## config.mk

```make
export PLATFORM = sky130hd
export DESIGN_NAME = ebc_top
export DESIGN_NICKNAME = d
export VERILOG_FILES = /design/src/rtl/ebc_sync.v /design/src/rtl/ebc_cycle_len.v /design/src/rtl/ebc_top.v
export VERILOG_INCLUDE_DIRS = /design/src /design/src/rtl
export SDC_FILE = /design/constraint.sdc
export NUM_CORES = 1
export LEC_CHECK = 0
export BUFFER_PORTS_ARGS = -buffer_cell sky130_fd_sc_hd__buf_2
export CORE_ASPECT_RATIO = 1.5
export CORE_MARGIN = 5
export CORE_UTILIZATION = 52
export DETAILED_ROUTE_END_ITERATION = 10
export GPL_ROUTABILITY_DRIVEN = 0
export HOLD_SLACK_MARGIN = 0.15
export PLACE_DENSITY = 0.78
export SLEW_MARGIN = 20
export SYNTH_ARGS = -nofsm -noshare
export SYNTH_HDL_FRONTEND = slang
export SYNTH_SLANG_ARGS = --single-unit
```

## constraint.sdc

```tcl
create_clock -name ref_clk -period 2.45 [get_ports ref_clk]
set_input_delay 0.49 -clock ref_clk [delete_from_list [all_inputs] [get_ports ref_clk]]
set_output_delay 0.49 -clock ref_clk [all_outputs]
set_load 0.02 [all_outputs]
```

## src/rtl/ebc_defines.vh

```
// constants shared by the external bus control block
`ifndef EBC_DEFINES_VH
`define EBC_DEFINES_VH

`define EBC_MODE_SINGLE  2'h0
`define EBC_MODE_EXPAND  2'h1
`define EBC_MODE_MICRO   2'h3

`define EBC_SP_INT       2'h0
`define EBC_SP_SFR       2'h1
`define EBC_SP_EXT       2'h2

`define EBC_BM_SEP       2'h0
`define EBC_BM_MUX_CS2   2'h1
`define EBC_BM_MUX_CS1   2'h2
`define EBC_BM_MUX_ALL   2'h3

`define EBC_CSC_NONE     2'h0
`define EBC_CSC_ONE      2'h1
`define EBC_CSC_TWO      2'h2
`define EBC_CSC_FOUR     2'h3

`define EBC_LATCH_NONE   2'h0

`define EBC_LEN_INT      4'h1
`define EBC_LEN_INT_W    4'h2
`define EBC_LEN_SFR      4'h2
`define EBC_LEN_SFR_W    4'h3
`define EBC_LEN_EXT_DEF  4'h2

`define EBC_CS_IDLE      4'hF
`define EBC_DS_RESET     4'h0
`define EBC_DS_STRAP_BIT 3
`define EBC_TOP_BIT      23
`define EBC_MUX64_HI     8'h00
`define EBC_PH_ADDR      4'h0
`define EBC_CNT_ONE      4'h1
`define EBC_INIT_DONE    2'h3
`define EBC_INIT_STEP    2'h1

`endif

```

## src/rtl/ebc_sync.v

```verilog
// two-flop synchroniser for pin inputs
`timescale 1ns/1ps
`default_nettype none
module ebc_sync #(
   parameter W = 1
) (
   input  wire         ref_clk,
   input  wire         resetn,
   input  wire [W-1:0] pin_in,
   output wire [W-1:0] sync_out
);
   reg [W-1:0] meta_q;
   reg [W-1:0] sync_q;

   always @(posedge ref_clk or negedge resetn)
   begin
      if (!resetn)
      begin
         meta_q <= {W{1'b0}};
         sync_q <= {W{1'b0}};
      end
      else
      begin
         meta_q <= pin_in;
         sync_q <= meta_q;
      end
   end

   assign sync_out = sync_q;
endmodule // ebc_sync
`default_nettype wire

```

## src/rtl/ebc_cycle_len.v

```verilog
// bus cycle length in bus clocks for one access
`timescale 1ns/1ps
`default_nettype none
`include "ebc_defines.vh"
module ebc_cycle_len (
   input  wire [1:0] space,
   input  wire       internal_wait_en,
   input  wire       sfr_wait_en,
   input  wire [4:0] ext_cycle_field,
   input  wire       mux_bus,
   output reg  [3:0] len
);
   always @*
   begin
      len = `EBC_LEN_EXT_DEF;
      case (space)
         `EBC_SP_INT: len = internal_wait_en ? `EBC_LEN_INT_W
                                             : `EBC_LEN_INT;
         `EBC_SP_SFR: len = sfr_wait_en ? `EBC_LEN_SFR_W
                                        : `EBC_LEN_SFR;
         default:
         begin
            // reserved codes fall back to the basic two-clock cycle
            if (!mux_bus)
            begin
               case (ext_cycle_field)
                  5'h01: len = 4'h2;
                  5'h02: len = 4'h3;
                  5'h03: len = 4'h4;
                  5'h04: len = 4'h5;
                  5'h05: len = 4'h6;
                  5'h06: len = 4'h7;
                  5'h0A: len = 4'h4;
                  5'h0B: len = 4'h5;
                  5'h0C: len = 4'h6;
                  5'h13: len = 4'h6;
                  5'h14: len = 4'h7;
                  5'h16: len = 4'h9;
                  default: len = `EBC_LEN_EXT_DEF;
               endcase
            end
            else
            begin
               case (ext_cycle_field)
                  5'h0A: len = 4'h4;
                  5'h0B: len = 4'h5;
                  5'h0D: len = 4'h7;
                  5'h13: len = 4'h6;
                  5'h14: len = 4'h7;
                  5'h15: len = 4'h8;
                  5'h16: len = 4'h9;
                  default: len = `EBC_LEN_EXT_DEF;
               endcase
            end
         end
      endcase
   end
endmodule // ebc_cycle_len
`default_nettype wire

```

## src/rtl/ebc_top.v

```verilog
// external bus control: address, chip selects, strobes, cycle timing
//
// Function
// - all-multiplexed in expansion mode: 64-Kbyte area per chip select
// - latch selector none holds latch pin low, not a port
// - bus signals only in expansion or microprocessor mode; external cycle length counts in every mode
// - 24 address outputs, top bit driven inverted while no chip select is configured
// - width register picks 8- or 16-bit bus per external space
// - space 3 width follows strap at reset: high 8-bit, low 16-bit
// - address may be undefined after mode switch until first external access
// - chip selects share upper address pins, two-bit field sets up to four
// - after reset no chip select except the inverted top address bit
// - chip select low while its area accessed, high for other space
// - new area changes address and selects, same area only address
// - internal after external: select changes, address held; idle holds
// - 16-bit bus: scheme bit picks byte-enable or split write strobes
// - 8-bit space access always uses the byte-enable scheme
// - after reset byte-enable scheme is in use
// - split strobes: low writes even, high writes odd, both word
// - byte enable with A0 picks odd, even or word; unused on 8-bit
// - internal 1 or 2 clocks, special registers 2 or 3 clocks
// - four five-bit cycle fields: twelve separate, seven multiplexed codes
// - cycle field codes map to listed bus clock counts
`timescale 1ns/1ps
`default_nettype none
`include "ebc_defines.vh"
module ebc_top (
   input  wire        ref_clk,
   input  wire        resetn,
   input  wire [1:0]  proc_mode,
   input  wire        bus_mode_hi,
   input  wire        bus_mode_lo,
   input  wire        latch_pin_sel_hi,
   input  wire        latch_pin_sel_lo,
   input  wire        strobe_scheme_sel,
   input  wire        cs_config_hi,
   input  wire        cs_config_lo,
   input  wire        internal_wait_en,
   input  wire        sfr_wait_en,
   input  wire [4:0]  ext_cycle_field0,
   input  wire [4:0]  ext_cycle_field1,
   input  wire [4:0]  ext_cycle_field2,
   input  wire [4:0]  ext_cycle_field3,
   input  wire        width_wr,
   input  wire [3:0]  width_wdata,
   input  wire        bclk_pin,
   input  wire        byte_strap_pin,
   input  wire        req_valid,
   input  wire [1:0]  req_space,
   input  wire [1:0]  req_ext_idx,
   input  wire [23:0] req_addr,
   input  wire        req_write,
   input  wire        req_lo,
   input  wire        req_hi,
   input  wire [15:0] req_wdata,
   input  wire [15:0] d_in,
   output wire        req_ready,
   output wire        req_done,
   output wire [15:0] req_rdata,
   output wire [3:0]  bus_width_select,
   output wire [19:0] addr_lo,
   output wire [3:0]  addr_cs_pin,
   output wire        rd_n,
   output wire        write_low_strobe_n,
   output wire        write_high_strobe_n,
   output wire        latch_pin,
   output wire        latch_pin_oe_n,
   output wire        bus_oe_n,
   output wire [15:0] d_out,
   output wire        d_oe_n
);
   localparam ST_IDLE = 1'b0;
   localparam ST_RUN  = 1'b1;

   // shared upper address pins: pin 0 is the lowest one, chip select 0 drives the highest
   function [3:0] pin_map;
      input [1:0]  cfg;
      input [23:0] a;
      input [3:0]  cs;
      begin
         case (cfg)
            `EBC_CSC_NONE: pin_map = {~a[`EBC_TOP_BIT], a[22:20]};
            `EBC_CSC_ONE:  pin_map = {cs[0], a[22:20]};
            `EBC_CSC_TWO:  pin_map = {cs[0], cs[1], a[21:20]};
            default:       pin_map = {cs[0], cs[1], cs[2], cs[3]};
         endcase
      end
   endfunction

   function is_mux;
      input [1:0] bm;
      input [1:0] mode;
      input [1:0] idx;
      begin
         case (bm)
            `EBC_BM_MUX_ALL: is_mux = (mode == `EBC_MODE_EXPAND);
            `EBC_BM_MUX_CS2: is_mux = (idx == 2'h2);
            `EBC_BM_MUX_CS1: is_mux = (idx == 2'h1);
            default:         is_mux = 1'b0;
         endcase
      end
   endfunction

   wire [17:0] sync_w;
   wire        bclk_s   = sync_w[17];
   wire        strap_s  = sync_w[16];
   wire [15:0] d_s      = sync_w[15:0];
   ebc_sync #(.W(18)) u_sync (
      .ref_clk  (ref_clk),
      .resetn   (resetn),
      .pin_in   ({bclk_pin, byte_strap_pin, d_in}),
      .sync_out (sync_w)
   );

   wire [1:0] bm_w    = {bus_mode_hi, bus_mode_lo};
   wire [1:0] lsel_w  = {latch_pin_sel_hi, latch_pin_sel_lo};
   wire [1:0] csc_w   = {cs_config_hi, cs_config_lo};
   wire       bus_act = (proc_mode == `EBC_MODE_EXPAND) ||
                        (proc_mode == `EBC_MODE_MICRO);
   wire       mux_w   = is_mux(bm_w, proc_mode, req_ext_idx);
   reg  [4:0] field_w;
   wire [3:0] len_w;

   always @*
   begin
      case (req_ext_idx)
         2'h0:    field_w = ext_cycle_field0;
         2'h1:    field_w = ext_cycle_field1;
         2'h2:    field_w = ext_cycle_field2;
         default: field_w = ext_cycle_field3;
      endcase
   end

   ebc_cycle_len u_len (
      .space            (req_space),
      .internal_wait_en (internal_wait_en),
      .sfr_wait_en      (sfr_wait_en),
      .ext_cycle_field  (field_w),
      .mux_bus          (mux_w),
      .len              (len_w)
   );

   reg        st_q;
   reg        bclk_prev_q;
   reg [1:0]  init_q;
   reg [3:0]  ds_q;
   reg [3:0]  len_q;
   reg [3:0]  bcnt_q;
   reg        ext_q;
   reg        write_q;
   reg        lo_q;
   reg        hi_q;
   reg        wide_q;
   reg        mux_q;
   reg        sep_q;
   reg [15:0] wdata_q;
   reg [23:0] addr_q;
   reg [3:0]  cs_q;
   reg [3:0]  pin_q;
   reg        ready_q;
   reg        done_q;
   reg [15:0] rdata_q;
   reg        rd_n_q;
   reg        wrl_n_q;
   reg        wrh_n_q;
   reg        latch_q;
   reg        latch_oe_n_q;
   reg        bus_oe_n_q;
   reg [15:0] dout_q;
   reg        doe_n_q;

   wire bclk_rise = bclk_s & ~bclk_prev_q;
   wire take      = (st_q == ST_IDLE) && req_valid && bclk_rise;
   wire take_ext  = take && (req_space == `EBC_SP_EXT) && bus_act;
   wire last      = (st_q == ST_RUN) && bclk_rise &&
                    (bcnt_q == len_q - `EBC_CNT_ONE);
   wire wide_w    = ds_q[req_ext_idx];

   reg [23:0] addr_d;
   reg [3:0]  cs_d;
   reg        a0_w;

   always @*
   begin
      addr_d = addr_q;
      cs_d   = cs_q;
      // a half-word lane request sets A0 itself on a wide bus
      a0_w   = wide_w ? (req_hi & ~req_lo) : req_addr[0];
      if (take_ext)
      begin
         // address only moves on external cycles, so it stays
         // undefined after a mode switch until the first one
         addr_d = {req_addr[23:1], a0_w};
         if (is_mux(bm_w, proc_mode, req_ext_idx) &&
             bm_w == `EBC_BM_MUX_ALL)
            addr_d[23:16] = `EBC_MUX64_HI;
         cs_d = `EBC_CS_IDLE;
         cs_d[req_ext_idx] = 1'b0;
      end
      else if (take && bus_act)
         cs_d = `EBC_CS_IDLE;
   end

   always @(posedge ref_clk or negedge resetn)
   begin
      if (!resetn)
      begin
         st_q        <= ST_IDLE;
         bclk_prev_q <= 1'b0;
         init_q      <= 2'h0;
         ds_q        <= `EBC_DS_RESET;
         len_q       <= `EBC_LEN_EXT_DEF;
         bcnt_q      <= `EBC_PH_ADDR;
         ext_q       <= 1'b0;
         write_q     <= 1'b0;
         lo_q        <= 1'b0;
         hi_q        <= 1'b0;
         wide_q      <= 1'b0;
         mux_q       <= 1'b0;
         sep_q       <= 1'b0;
         wdata_q     <= 16'h0000;
         addr_q      <= 24'h000000;
         cs_q        <= `EBC_CS_IDLE;
         ready_q     <= 1'b0;
         done_q      <= 1'b0;
         rdata_q     <= 16'h0000;
      end
      else
      begin
         bclk_prev_q <= bclk_s;
         addr_q      <= addr_d;
         cs_q        <= cs_d;
         done_q      <= last;
         // strap is caught once the synchroniser has settled
         if (init_q != `EBC_INIT_DONE)
            init_q <= init_q + `EBC_INIT_STEP;
         if (init_q == `EBC_INIT_STEP + `EBC_INIT_STEP)
            ds_q[`EBC_DS_STRAP_BIT] <= ~strap_s;
         else if (width_wr)
            ds_q <= width_wdata;
         if (take)
         begin
            st_q    <= ST_RUN;
            len_q   <= len_w;
            bcnt_q  <= `EBC_PH_ADDR;
            ext_q   <= take_ext;
            write_q <= req_write;
            lo_q    <= req_lo;
            hi_q    <= req_hi;
            wide_q  <= wide_w;
            mux_q   <= mux_w;
            // narrow spaces force the byte-enable scheme
            sep_q   <= strobe_scheme_sel & wide_w;
            wdata_q <= req_wdata;
         end
         else if (last)
         begin
            st_q <= ST_IDLE;
            if (ext_q && !write_q)
               rdata_q <= (!wide_q && hi_q && !lo_q) ?
                          {d_s[7:0], 8'h00} : d_s;
         end
         else if (st_q == ST_RUN && bclk_rise)
            bcnt_q <= bcnt_q + `EBC_CNT_ONE;
         ready_q <= (st_q == ST_IDLE) ? !take : last;
      end
   end

   wire run_ext   = (st_q == ST_RUN) && ext_q;
   wire strobe_on = run_ext && (bcnt_q != `EBC_PH_ADDR);
   wire addr_ph   = run_ext && mux_q && (bcnt_q == `EBC_PH_ADDR);
   reg         rd_n_d;
   reg         wrl_n_d;
   reg         wrh_n_d;
   reg  [15:0] dout_d;

   always @*
   begin
      rd_n_d = ~(strobe_on & ~write_q);
      if (sep_q)
      begin
         wrl_n_d = ~(strobe_on & write_q & lo_q);
         wrh_n_d = ~(strobe_on & write_q & hi_q);
      end
      else
      begin
         // after reset sep_q is clear: byte-enable scheme
         wrl_n_d = ~(strobe_on & write_q);
         wrh_n_d = wide_q ? ~(run_ext & hi_q) : 1'b1;
      end
      if (addr_ph)
         dout_d = wide_q ? addr_q[15:0] : {8'h00, addr_q[7:0]};
      else if (!wide_q && hi_q && !lo_q)
         dout_d = {8'h00, wdata_q[15:8]};
      else
         dout_d = wdata_q;
   end

   always @(posedge ref_clk or negedge resetn)
   begin
      if (!resetn)
      begin
         pin_q        <= {1'b1, 3'h0};
         rd_n_q       <= 1'b1;
         wrl_n_q      <= 1'b1;
         wrh_n_q      <= 1'b1;
         latch_q      <= 1'b0;
         latch_oe_n_q <= 1'b1;
         bus_oe_n_q   <= 1'b1;
         dout_q       <= 16'h0000;
         doe_n_q      <= 1'b1;
      end
      else
      begin
         pin_q        <= pin_map(csc_w, addr_d, cs_d);
         rd_n_q       <= rd_n_d;
         wrl_n_q      <= wrl_n_d;
         wrh_n_q      <= wrh_n_d;
         // with no latch pin selected the pin carries no meaning
         // but is still owned by the bus, never a port
         latch_q      <= (lsel_w != `EBC_LATCH_NONE) & addr_ph;
         latch_oe_n_q <= ~bus_act;
         bus_oe_n_q   <= ~bus_act;
         dout_q       <= dout_d;
         doe_n_q      <= ~(addr_ph | (strobe_on & write_q));
      end
   end

   assign req_ready           = ready_q;
   assign req_done            = done_q;
   assign req_rdata           = rdata_q;
   assign bus_width_select    = ds_q;
   assign addr_lo             = addr_q[19:0];
   assign addr_cs_pin         = pin_q;
   assign rd_n                = rd_n_q;
   assign write_low_strobe_n  = wrl_n_q;
   assign write_high_strobe_n = wrh_n_q;
   assign latch_pin           = latch_q;
   assign latch_pin_oe_n      = latch_oe_n_q;
   assign bus_oe_n            = bus_oe_n_q;
   assign d_out               = dout_q;
   assign d_oe_n              = doe_n_q;
endmodule // ebc_top
`default_nettype wire

```

-- Word-level counts from Yosys, hierarchy flattened
Memories as Yosys holds them, arrays and structs flattened.
Cells that the tools add are included.
- $add $sub $neg: 3
- order comparisons: 2
- equality and inequality tests: 22
- mux-type cells: 33
- bitwise logic cells: 26
- reductions and logical operators: 34
- operators with widths (cell ; count):
    2-to-1 mux 16 bit ; 4
    2-to-1 mux 4 bit ; 7
    2-to-1 mux 24 bit ; 1
    case mux 4 bit (6 select lines) ; 1
    equality test 5 bit, second input constant ; 4
    logical AND 1 bit ; 16
    equality test 5 x 4 -> 1 bit, second input constant ; 3
    NOT 1 bit ; 15
    case mux 5 bit (3 select lines) ; 1
    equality test 2 bit, second input constant ; 7
    2-to-1 mux 1 bit ; 12
    case mux 4 bit (3 select lines) ; 1
    equality test 2 x 1 -> 1 bit, second input constant ; 5
    bitwise AND 1 bit ; 9
    2-to-1 mux 8 bit ; 1
    case mux 4 bit (2 select lines) ; 1
    nonzero test 2 bit ; 4
    logical NOT 2 bit ; 3
    adder 4 x 1 -> 4 bit, second input constant ; 1
    equality test 4 bit ; 1
    logical NOT 1 bit ; 4
    logical NOT 4 bit ; 1
    inequality test 2 bit, second input constant ; 2
    NOT 4 bit ; 1
    other kinds (14) ; 15
- register bits: 147
- memory bits (read-only): 128
- input port bits: 104
- output and inout port bits: 69
- word-level logic and storage cells: 152
- memories kept: 1
- memory list (name ; depth ; width ; rd ports ; clocked after Yosys merged registers in ; wr ports ; RTL line ; RTL):
    (no name shown) ; 32 ; 4 ; 1 ; 0 ; 0 ; ebc_cycle_len.v:26 ; case (ext_cycle_field)

-- Longest topological paths before layout
Gate-level depths: netlist (run 1).
- word-level depth: 11
- depth in mapped cells: 9
- gate-level depth less buffers: 8

-- Cells and area by module
From an unflattened synthesis (run 1), not the netlist that was laid out.
- cell total of the unflattened synthesis: 483
- area, all modules: 6354.8 µm²
- by module, submodules not included (module ; instances ; cells an instance ; area each (µm²) ; sequential area each (µm²)):
    ebc_top ; 1 ; 402 ; 5158.7 ; 2791.4
    ebc_sync ; 1 ; 36 ; 900.9 ; 900.9
    ebc_cycle_len ; 1 ; 45 ; 295.3 ; 0.0

-- Worst setup path after synthesis (run 1)
No wires, ideal clock.
- kind: input to register
- from: in req_ext_idx[0]
- to: reg len_q[2]
- library setup time: 120 ps
- data arrival time: 1962 ps
- data required time: 2330 ps
- setup slack: 369 ps
- cell stages on the path: 7
- path buffers: 1
- path through: buf_6 > mux4_2 > nor2b_4 > and4b_1 > a211oi_2 > nand3_1 > and3_1
- cells in the longest elaborated chain, start to end: 7
- elaborated cells between the ends (all ways): 17
- those cells by class: eq/ne (9); mux (5); reduce/logical (2); memory (1)
- ends and longest elaborated chain (item ; RTL line ; RTL):
    start: declaration ; ebc_top.v:50 ; input wire [1:0] req_ext_idx,
    equality test 2 bit (tied with other cells) ; ebc_top.v:97, ebc_top.v:126 ;
    case mux 5 bit (3 select lines) ; ebc_top.v:126 ; case (req_ext_idx)
    equality test 5 x 4 -> 1 bit / equality test 5 bit (equally long branches) ; ebc_cycle_len.v:44 ; case (ext_cycle_field)
    OR reduction 2 bit (no source line) ; n/a ;
    case mux 4 bit (6 select lines) ; ebc_cycle_len.v:44 ;
    2-to-1 mux 4 bit (*) ; ebc_cycle_len.v:24 ; if (!mux_bus)
    case mux 4 bit (2 select lines) (*) ; ebc_cycle_len.v:16 ; case (space)
    end signal: assignment ; ebc_top.v:212 ; len_q <= `EBC_LEN_EXT_DEF;
    end signal: assignment ; ebc_top.v:244 ; len_q <= len_w;
    end: declaration ; ebc_top.v:147 ; reg [3:0] len_q;
Mark *: on every way between the ends. The rest lies on a longest branch, timed or not.
A chain may end at the register's enable or synchronous reset.

-- Worst setup path after layout (run 1)
- from: reg len_q[1]
- to: reg rdata_q[4] (netlist: req_rdata[4])
- cells in the longest elaborated chain, start to end: 4
- ends and longest elaborated chain (item ; RTL line ; RTL):
    subtractor 4 x 1 -> 4 bit (no source line) ; n/a ;
    equality test 4 bit (no source line) ; n/a ;
    logical AND 1 bit ; ebc_top.v:175 ; wire last = (st_q == ST_RUN) && bclk_rise &&
    net last ; ebc_top.v:175 ;
    AND reduction 3 bit (no source line) ; n/a ;
    end signal: assignment ; ebc_top.v:260 ; rdata_q <= (!wide_q && hi_q && !lo_q) ?
    end: declaration ; ebc_top.v:162 ; reg [15:0] rdata_q;
The timed path passes the listed nets, and every way through them passes these cells.

==> impl_metrics.yaml, run 1 <==
floorplan:
  die_h_um: 142
  io_pins: 173
  initial_core_util: 0.527
  die_w_um: 98.1
  core-area_um2: 11500
  rows: 48
  dieArea_um2: 13900
min_path:
  hold-path-endpoint: "u_sync.meta_q[5]$_DFF_PN0_"
  holdCritStartpoint: "d_in[5]"
  hold_path_depth: 1
  min_path_type: "input pin to flip-flop"
pwr:
  p_int_w: 0.00513
  powerDensity_nw_per_um2: 988
  power_frac_seq: 0.440
  clkPwrFrac: 0.321
  combinationalPowerShare: 0.238
  p_leak_nw: 3.90
  netSwitchingFraction: 0.312
  p_sw_w: 0.00232
  ir_worst_vdd_v: 0.000534
global_routing:
  grt.overflow.total: 0
  grt_pass1_wl_um: 22400
  grt_pass1_vias: 4775
  track_usage: 0.204
  grt_max_degree: 59
  antenna_found_initial: 1
timing:
  max_slew_margin: 0.464
  setup_viol: 0
  tightest_slew_ps: 802
  tns_ps: 0
  slew_violations: 0
  max_freq_mhz: 450
  finalCriticalPeriod_ps: 2220
  period_share: 0.907
  hold_violations: 0
  clock_skew_ps: 8.56
  layout_setup_ws_ps: 229
  rsz0062_at_grt: "no"
clocking:
  cts.sinks: 147
  cts_made_buffers: 17
  cts_tree: "done"
  h-tree-depth: 4
  clock_latency_ps: 420
  cts.path.max_buffers: 2
  clkTransAtPathRegs_ps: 60
  clockRootBuffer: "clkbuf_16"
worst_setup_path:
  r2r-start: "len_q[1]$_DFFE_PN1P_"
  crit_fanout: 32
  critPathCaptureType: "flip-flop"
  crit_path_start: "len_q[1]$_DFFE_PN1P_"
  worstSetupPathType: "flip-flop to flip-flop"
  regToRegSetupSlack_ps: 230
  reg2reg_depth: 9
  required_ps: 2730
  worst_setup_path_start_kind: "flip-flop"
  r2r_end: "req_rdata[4]$_DFFE_PN0P_"
  arrival_ps: 2500
logic_synthesis:
  yosys.area.top_type: "dfrtp_1"
  ys_seq_elements: 147
  yosys-top-cells-area: "dfrtp_1, nand2_1, dfstp_2, o21ai_0, mux2_2"
  synth-main-ff-cell: "dfrtp_1"
  synth_top_area_share: 0.563
  synth_most_common_cell: "dfrtp_1"
  syn_inst: 533
  synth_fp_nets: 642
  postSynthAreaPerCell_um2: 11.4
  synth_seq_area_share: 0.610
  netlist_area_um2: 6050
  yosysWarnings: 0
  synthDistinctLibCells: 48
  synthArstFlopShare: 1.00
  synth_common_cells: "dfrtp_1, nand2_1, o21ai_0, mux2_2, buf_4"
  synth-edff-count: 0
run:
  cap_violations: 0
cells_and_area:
  drive_above_1_share: 0.359
  nFillCells: 897
  antenna_cells: 0
  finalNetCount: 806
  area_growth_pct: 24.7
drt:
  drt-total-wl_um: 13700
  wl_per_cell_um: 15.9
  dr.pass1.iters: 6
  route.detailed.drc: 0
  ant_nets: 0
  num_vias: 4484
  via_per_inst: 5.21
  drtIter0Drc: 214
outcome:
  outcome: "finished, final reports clean"
placed_design:
  io_buffers: 172
  hpwl_um: 10300
  place_ws_ps: 53.1
## worst max-delay path, cell delays in order, from the launching register on
cell      delay, ps
dfstp_2         540
inv_1            50
ha_1            290
xor2_1          150
nand4_1         150
nor3_4          340
nand3b_1        110
buf_4           240
nand2_1         110
o21ai_0          90
## metal layers
metal	global-route usage	wire length (µm)
met1	0.228	5090
met5	0	13
met4	0.0999	441
met2	0.352	7170
met3	0.0638	958
## flip-flops by register name (all words and copies together), names as in the netlist, 2 cells and up
| signal | flops |
|---|---|
| d_out | 16 |
| addr_cs_pin | 4 |
| u_sync.meta_q | 18 |
| len_q | 4 |
| bus_width_select | 4 |
| wdata_q | 16 |
| addr_q | 24 |
| u_sync.sync_out | 18 |
| bcnt_q | 4 |
| req_rdata | 16 |
| cs_q | 4 |
| init_q | 2 |
## worst max path at each step
| stage | end | slack [ps] |
|---|---|---|
| final | req_rdata[4]$_DFFE_PN0P_ | 230 |
| after global routing | req_rdata[4]$_DFFE_PN0P_ | 30 |
| after CTS | req_rdata[4]$_DFFE_PN0P_ | 170 |
| after detailed placement | len_q[1]$_DFFE_PN1P_ | 50 |
| after global placement | len_q[2]$_DFFE_PN0P_ | 170 |
| after floorplan | len_q[2]$_DFFE_PN0P_ | 370 |
## cell families after synthesis
| family | after synthesis | synth area share |
|---|---|---|
| AOI/OAI and AO/OA | 84 | 0.0833 |
| xor gates and xnor gates | 7 | 0.0101 |
| adders and majority gates | 5 | 0.0103 |
| buffers and inverters | 48 | 0.0457 |
| DFF | 147 | 0.610 |
| muxes | 47 | 0.0964 |
| and+or+nand+nor | 195 | 0.144 |
## cells in the final DEF (no fill, tap or decap), types with 5 or more instances in the layout
master / n
a22o_1: 10
inv_1: 8
mux2_2: 22
nand3_1: 8
mux2i_1: 19
dfrtp_1: 136
ha_1: 5
nor2b_1: 7
o21ai_0: 50
a21oi_1: 6
xnor2_1: 5
nand2_1: 134
dfstp_2: 11
nor2_1: 18
clkbuf_16: 17
buf_4: 11
buf_2: 171
## per-stage QoR
| stage | power [W] | util | cells | cell area [µm²] | hold WS (ps) |
|---|---|---|---|---|---|
| detailed placement | 0.00510 | 0.608 | 827 | 6980 | 335 |
| floorplan | 0.00448 | - | 533 | 6050 | 194 |
| global placement | 0.00499 | 0.608 | 827 | 6980 | 334 |
| finish | 0.00746 | 0.658 | 860 | 7550 | 177 |
| CTS | 0.00752 | 0.657 | 860 | 7540 | 159 |
| global route | 0.00787 | 0.658 | 860 | 7550 | 155 |
## power by group through the flow
stage / Combinational, W / Clock, W / Sequential (W)
after global routing: 0.00196 / 0.00256 / 0.00335
after global placement: 0.00169 / 0 / 0.00330
final: 0.00178 / 0.00240 / 0.00328
after floorplan: 0.000993 / 0 / 0.00348
after CTS: 0.00179 / 0.00245 / 0.00328
after detailed placement: 0.00177 / 0 / 0.00332
## area by class of cell
| type | instances | area [µm²] | area share |
|---|---|---|---|
| inverter | 8 | 30.0 | 0.00398 |
| timing repair buffer | 185 | 980 | 0.130 |
| sequential | 147 | 3690 | 0.489 |
| clock inverter | 12 | 108 | 0.0143 |
| tap | 150 | 188 | 0.0249 |
| multi-input combinational | 338 | 2100 | 0.279 |
| clock buffer | 20 | 447 | 0.0592 |
## what timing repair did
item / CTS / global route
resized for setup: 0 / 1
endpoints found under the hold margin: 47 / 0
hold buffers: 1 / 0
setup endpoints to repair: 0 / 5
buffers inserted: 0 / 0
(Power assumes the default switching activity.)
==> run 2: changes to the inputs <==
--- a/config.mk
+++ b/config.mk
@@ -7,13 +7,16 @@
 export NUM_CORES = 1
 export LEC_CHECK = 0
 export BUFFER_PORTS_ARGS = -buffer_cell sky130_fd_sc_hd__buf_2
+export CELL_PAD_IN_SITES_DETAIL_PLACEMENT = 0
+export CELL_PAD_IN_SITES_GLOBAL_PLACEMENT = 1
 export CORE_ASPECT_RATIO = 1.5
 export CORE_MARGIN = 5
-export CORE_UTILIZATION = 52
+export CORE_UTILIZATION = 40
 export DETAILED_ROUTE_END_ITERATION = 10
 export GPL_ROUTABILITY_DRIVEN = 0
 export HOLD_SLACK_MARGIN = 0.15
-export PLACE_DENSITY = 0.78
+export PLACE_DENSITY = 0.77
+export SETUP_SLACK_MARGIN = 0.02
 export SLEW_MARGIN = 20
 export SYNTH_ARGS = -nofsm -noshare
 export SYNTH_HDL_FRONTEND = slang
==> run 2 against run 1 <==
Against the previous run: die area increased by 27%; wire length grew 6.4%; clock-buffer cell count decreased by 1; non-clock buffer count shrank 2; fmax up 2.7%; register-to-register slack better by 60 ps; first-iteration DRC count fell by 11%; via count shrank 1.1%; sequential power is essentially flat; power grew 5.4%; global-route usage fell by 3.5 points.
==> impl_metrics.yaml, run 2 (synthesized netlist as in run 1, its figures left out) <==
outcome:
  outcome: "finished, final reports clean"
worst_setup_path:
  arrival_ps: 2430
  slowest_stage: "dfstp_2"
  cp_num_cells: 9
  max_stage_delay_ps: 540
  critPathCaptureType: "flip-flop"
  worstPathCellList: "inv_1 > ha_1 > xor2_1 > nand4_1 > nor3_4 > nand3b_1 > buf_4 > nand2_1 > o21ai_0"
  worst_setup_path_start_kind: "flip-flop"
  crit_family: "simple AND/OR/NAND/NOR gates"
  regToRegSetupSlack_ps: 290
  reg2reg_depth: 9
  crit_buf_inv: 2
  crit_fanout: 32
  worstSetupPathType: "flip-flop to flip-flop"
  required_ps: 2720
timing:
  finalCriticalPeriod_ps: 2160
  slew_violations: 0
  period_share: 0.883
  rsz0062_at_grt: "no"
  max_slew_margin: 0.438
  tightest_slew_ps: 841
  layout_setup_ws_ps: 287
  setup_viol: 0
  max_freq_mhz: 462
  tns_ps: 0
  hold_violations: 0
  clock_skew_ps: 7.34
cells_and_area:
  final_cell_mix: "buf_2, dfrtp_1, nand2_1"
  final_common_cell: "buf_2"
  regMostFlops: "addr_q"
  area_growth_pct: 27.2
  largest_reg_flops: 24
  finalNetCount: 804
  drive_above_1_share: 0.360
  antenna_cells: 0
global_routing:
  grt_max_degree: 54
  track_usage: 0.169
  antenna_found_initial: 1
  grt_pass1_wl_um: 24000
  grt.overflow.total: 0
  grt_pass1_vias: 4710
drt:
  via_per_inst: 4.89
  drt-total-wl_um: 14500
  route.detailed.drc: 0
  num_vias: 4436
  ant_nets: 0
  wl_per_cell_um: 16.0
  drtIter0Drc: 191
  dr.pass1.iters: 6
pwr:
  ir_worst_vdd_v: 0.000579
  p_leak_nw: 3.93
  powerDensity_nw_per_um2: 1020
clocking:
  cts_tree: "done"
  cts.sinks: 147
  cts_made_buffers: 17
  clkTransAtPathRegs_ps: 60
  cts_setup_buffers: 0
  h-tree-depth: 4
  cts.path.max_buffers: 2
  clock_latency_ps: 410
  clockRootBuffer: "clkbuf_16"
placed_design:
  hpwl_um: 10900
  place_ws_ps: 80.1
  io_buffers: 172
floorplan:
  die_h_um: 161
  die_w_um: 110
  initial_core_util: 0.403
  rows: 55
  io_pins: 173
  core-area_um2: 15000
  dieArea_um2: 17700
min_path:
  hold_path_depth: 1
  min_path_type: "input pin to flip-flop"
run:
  cap_violations: 0
==> run 2: cell types whose count changed in the layout (fill, tap and decap cells not counted), sizes merged <==
cell,delta
clkbuf,-1
clkinv,-1
bufinv,+3
clkinvlp,-1
buf,-2
==> run 2: stage by stage <==
stage	utilization	hold slack, ps	total power (W)	cells	cell area [µm²]
detailed placement	0.469	335	0.00514	874	7040
global route	0.513	160	0.00831	907	7700
CTS	0.513	162	0.00795	907	7690
global placement	0.469	332	0.00508	874	7040
floorplan	-	194	0.00448	533	6050
finish	0.513	181	0.00786	907	7700
==> run 2: area by class of cell <==
cell class              instances  area [µm²]
clock buffers                  19         443
clock inverters                13         199
fillers                      1380        7300
inverters                       8        30.0
multi-input cells             338        2110
flip-flops and latches        147        3690
well taps                     199         249
repair buffers                183         977
==> run 2: where the power goes <==
part	switching [W]	internal (W)
logic	0.00104	0.000727
clock network	0.00102	0.00175
registers	0.000334	0.00298
==> run 2: metal layers <==
metal	vias to the layer above	track usage	share of wire
li1	2112	-	-
met1	2144	0.198	0.39
met2	162	0.293	0.52
met3	16	0.0554	0.071
met4	2	0.0532	0.015
met5	-	0	0.00089
==> run 2: final timing paths <==
path / from / to
worst max-delay path: len_q[1]$_DFFE_PN1P_ / req_rdata[8]$_DFFE_PN0P_
worst min-delay path: bclk_pin / u_sync.meta_q[17]$_DFF_PN0_
worst max register to register: len_q[1]$_DFFE_PN1P_ / req_rdata[8]$_DFFE_PN0P_
worst min register to register: u_sync.meta_q[3]$_DFF_PN0_ / u_sync.sync_out[3]$_DFF_PN0_
max in group asynchronous: resetn / rd_n$_DFF_PN1_
min in group asynchronous: resetn / d_out[12]$_DFF_PN0_
==> run 2: timing repair <==
item | CTS | global route
endpoints found under the setup margin | 0 | 16
resized for setup | 0 | 1
hold buffers | 1 | 0
hold endpoints to repair | 50 | 0
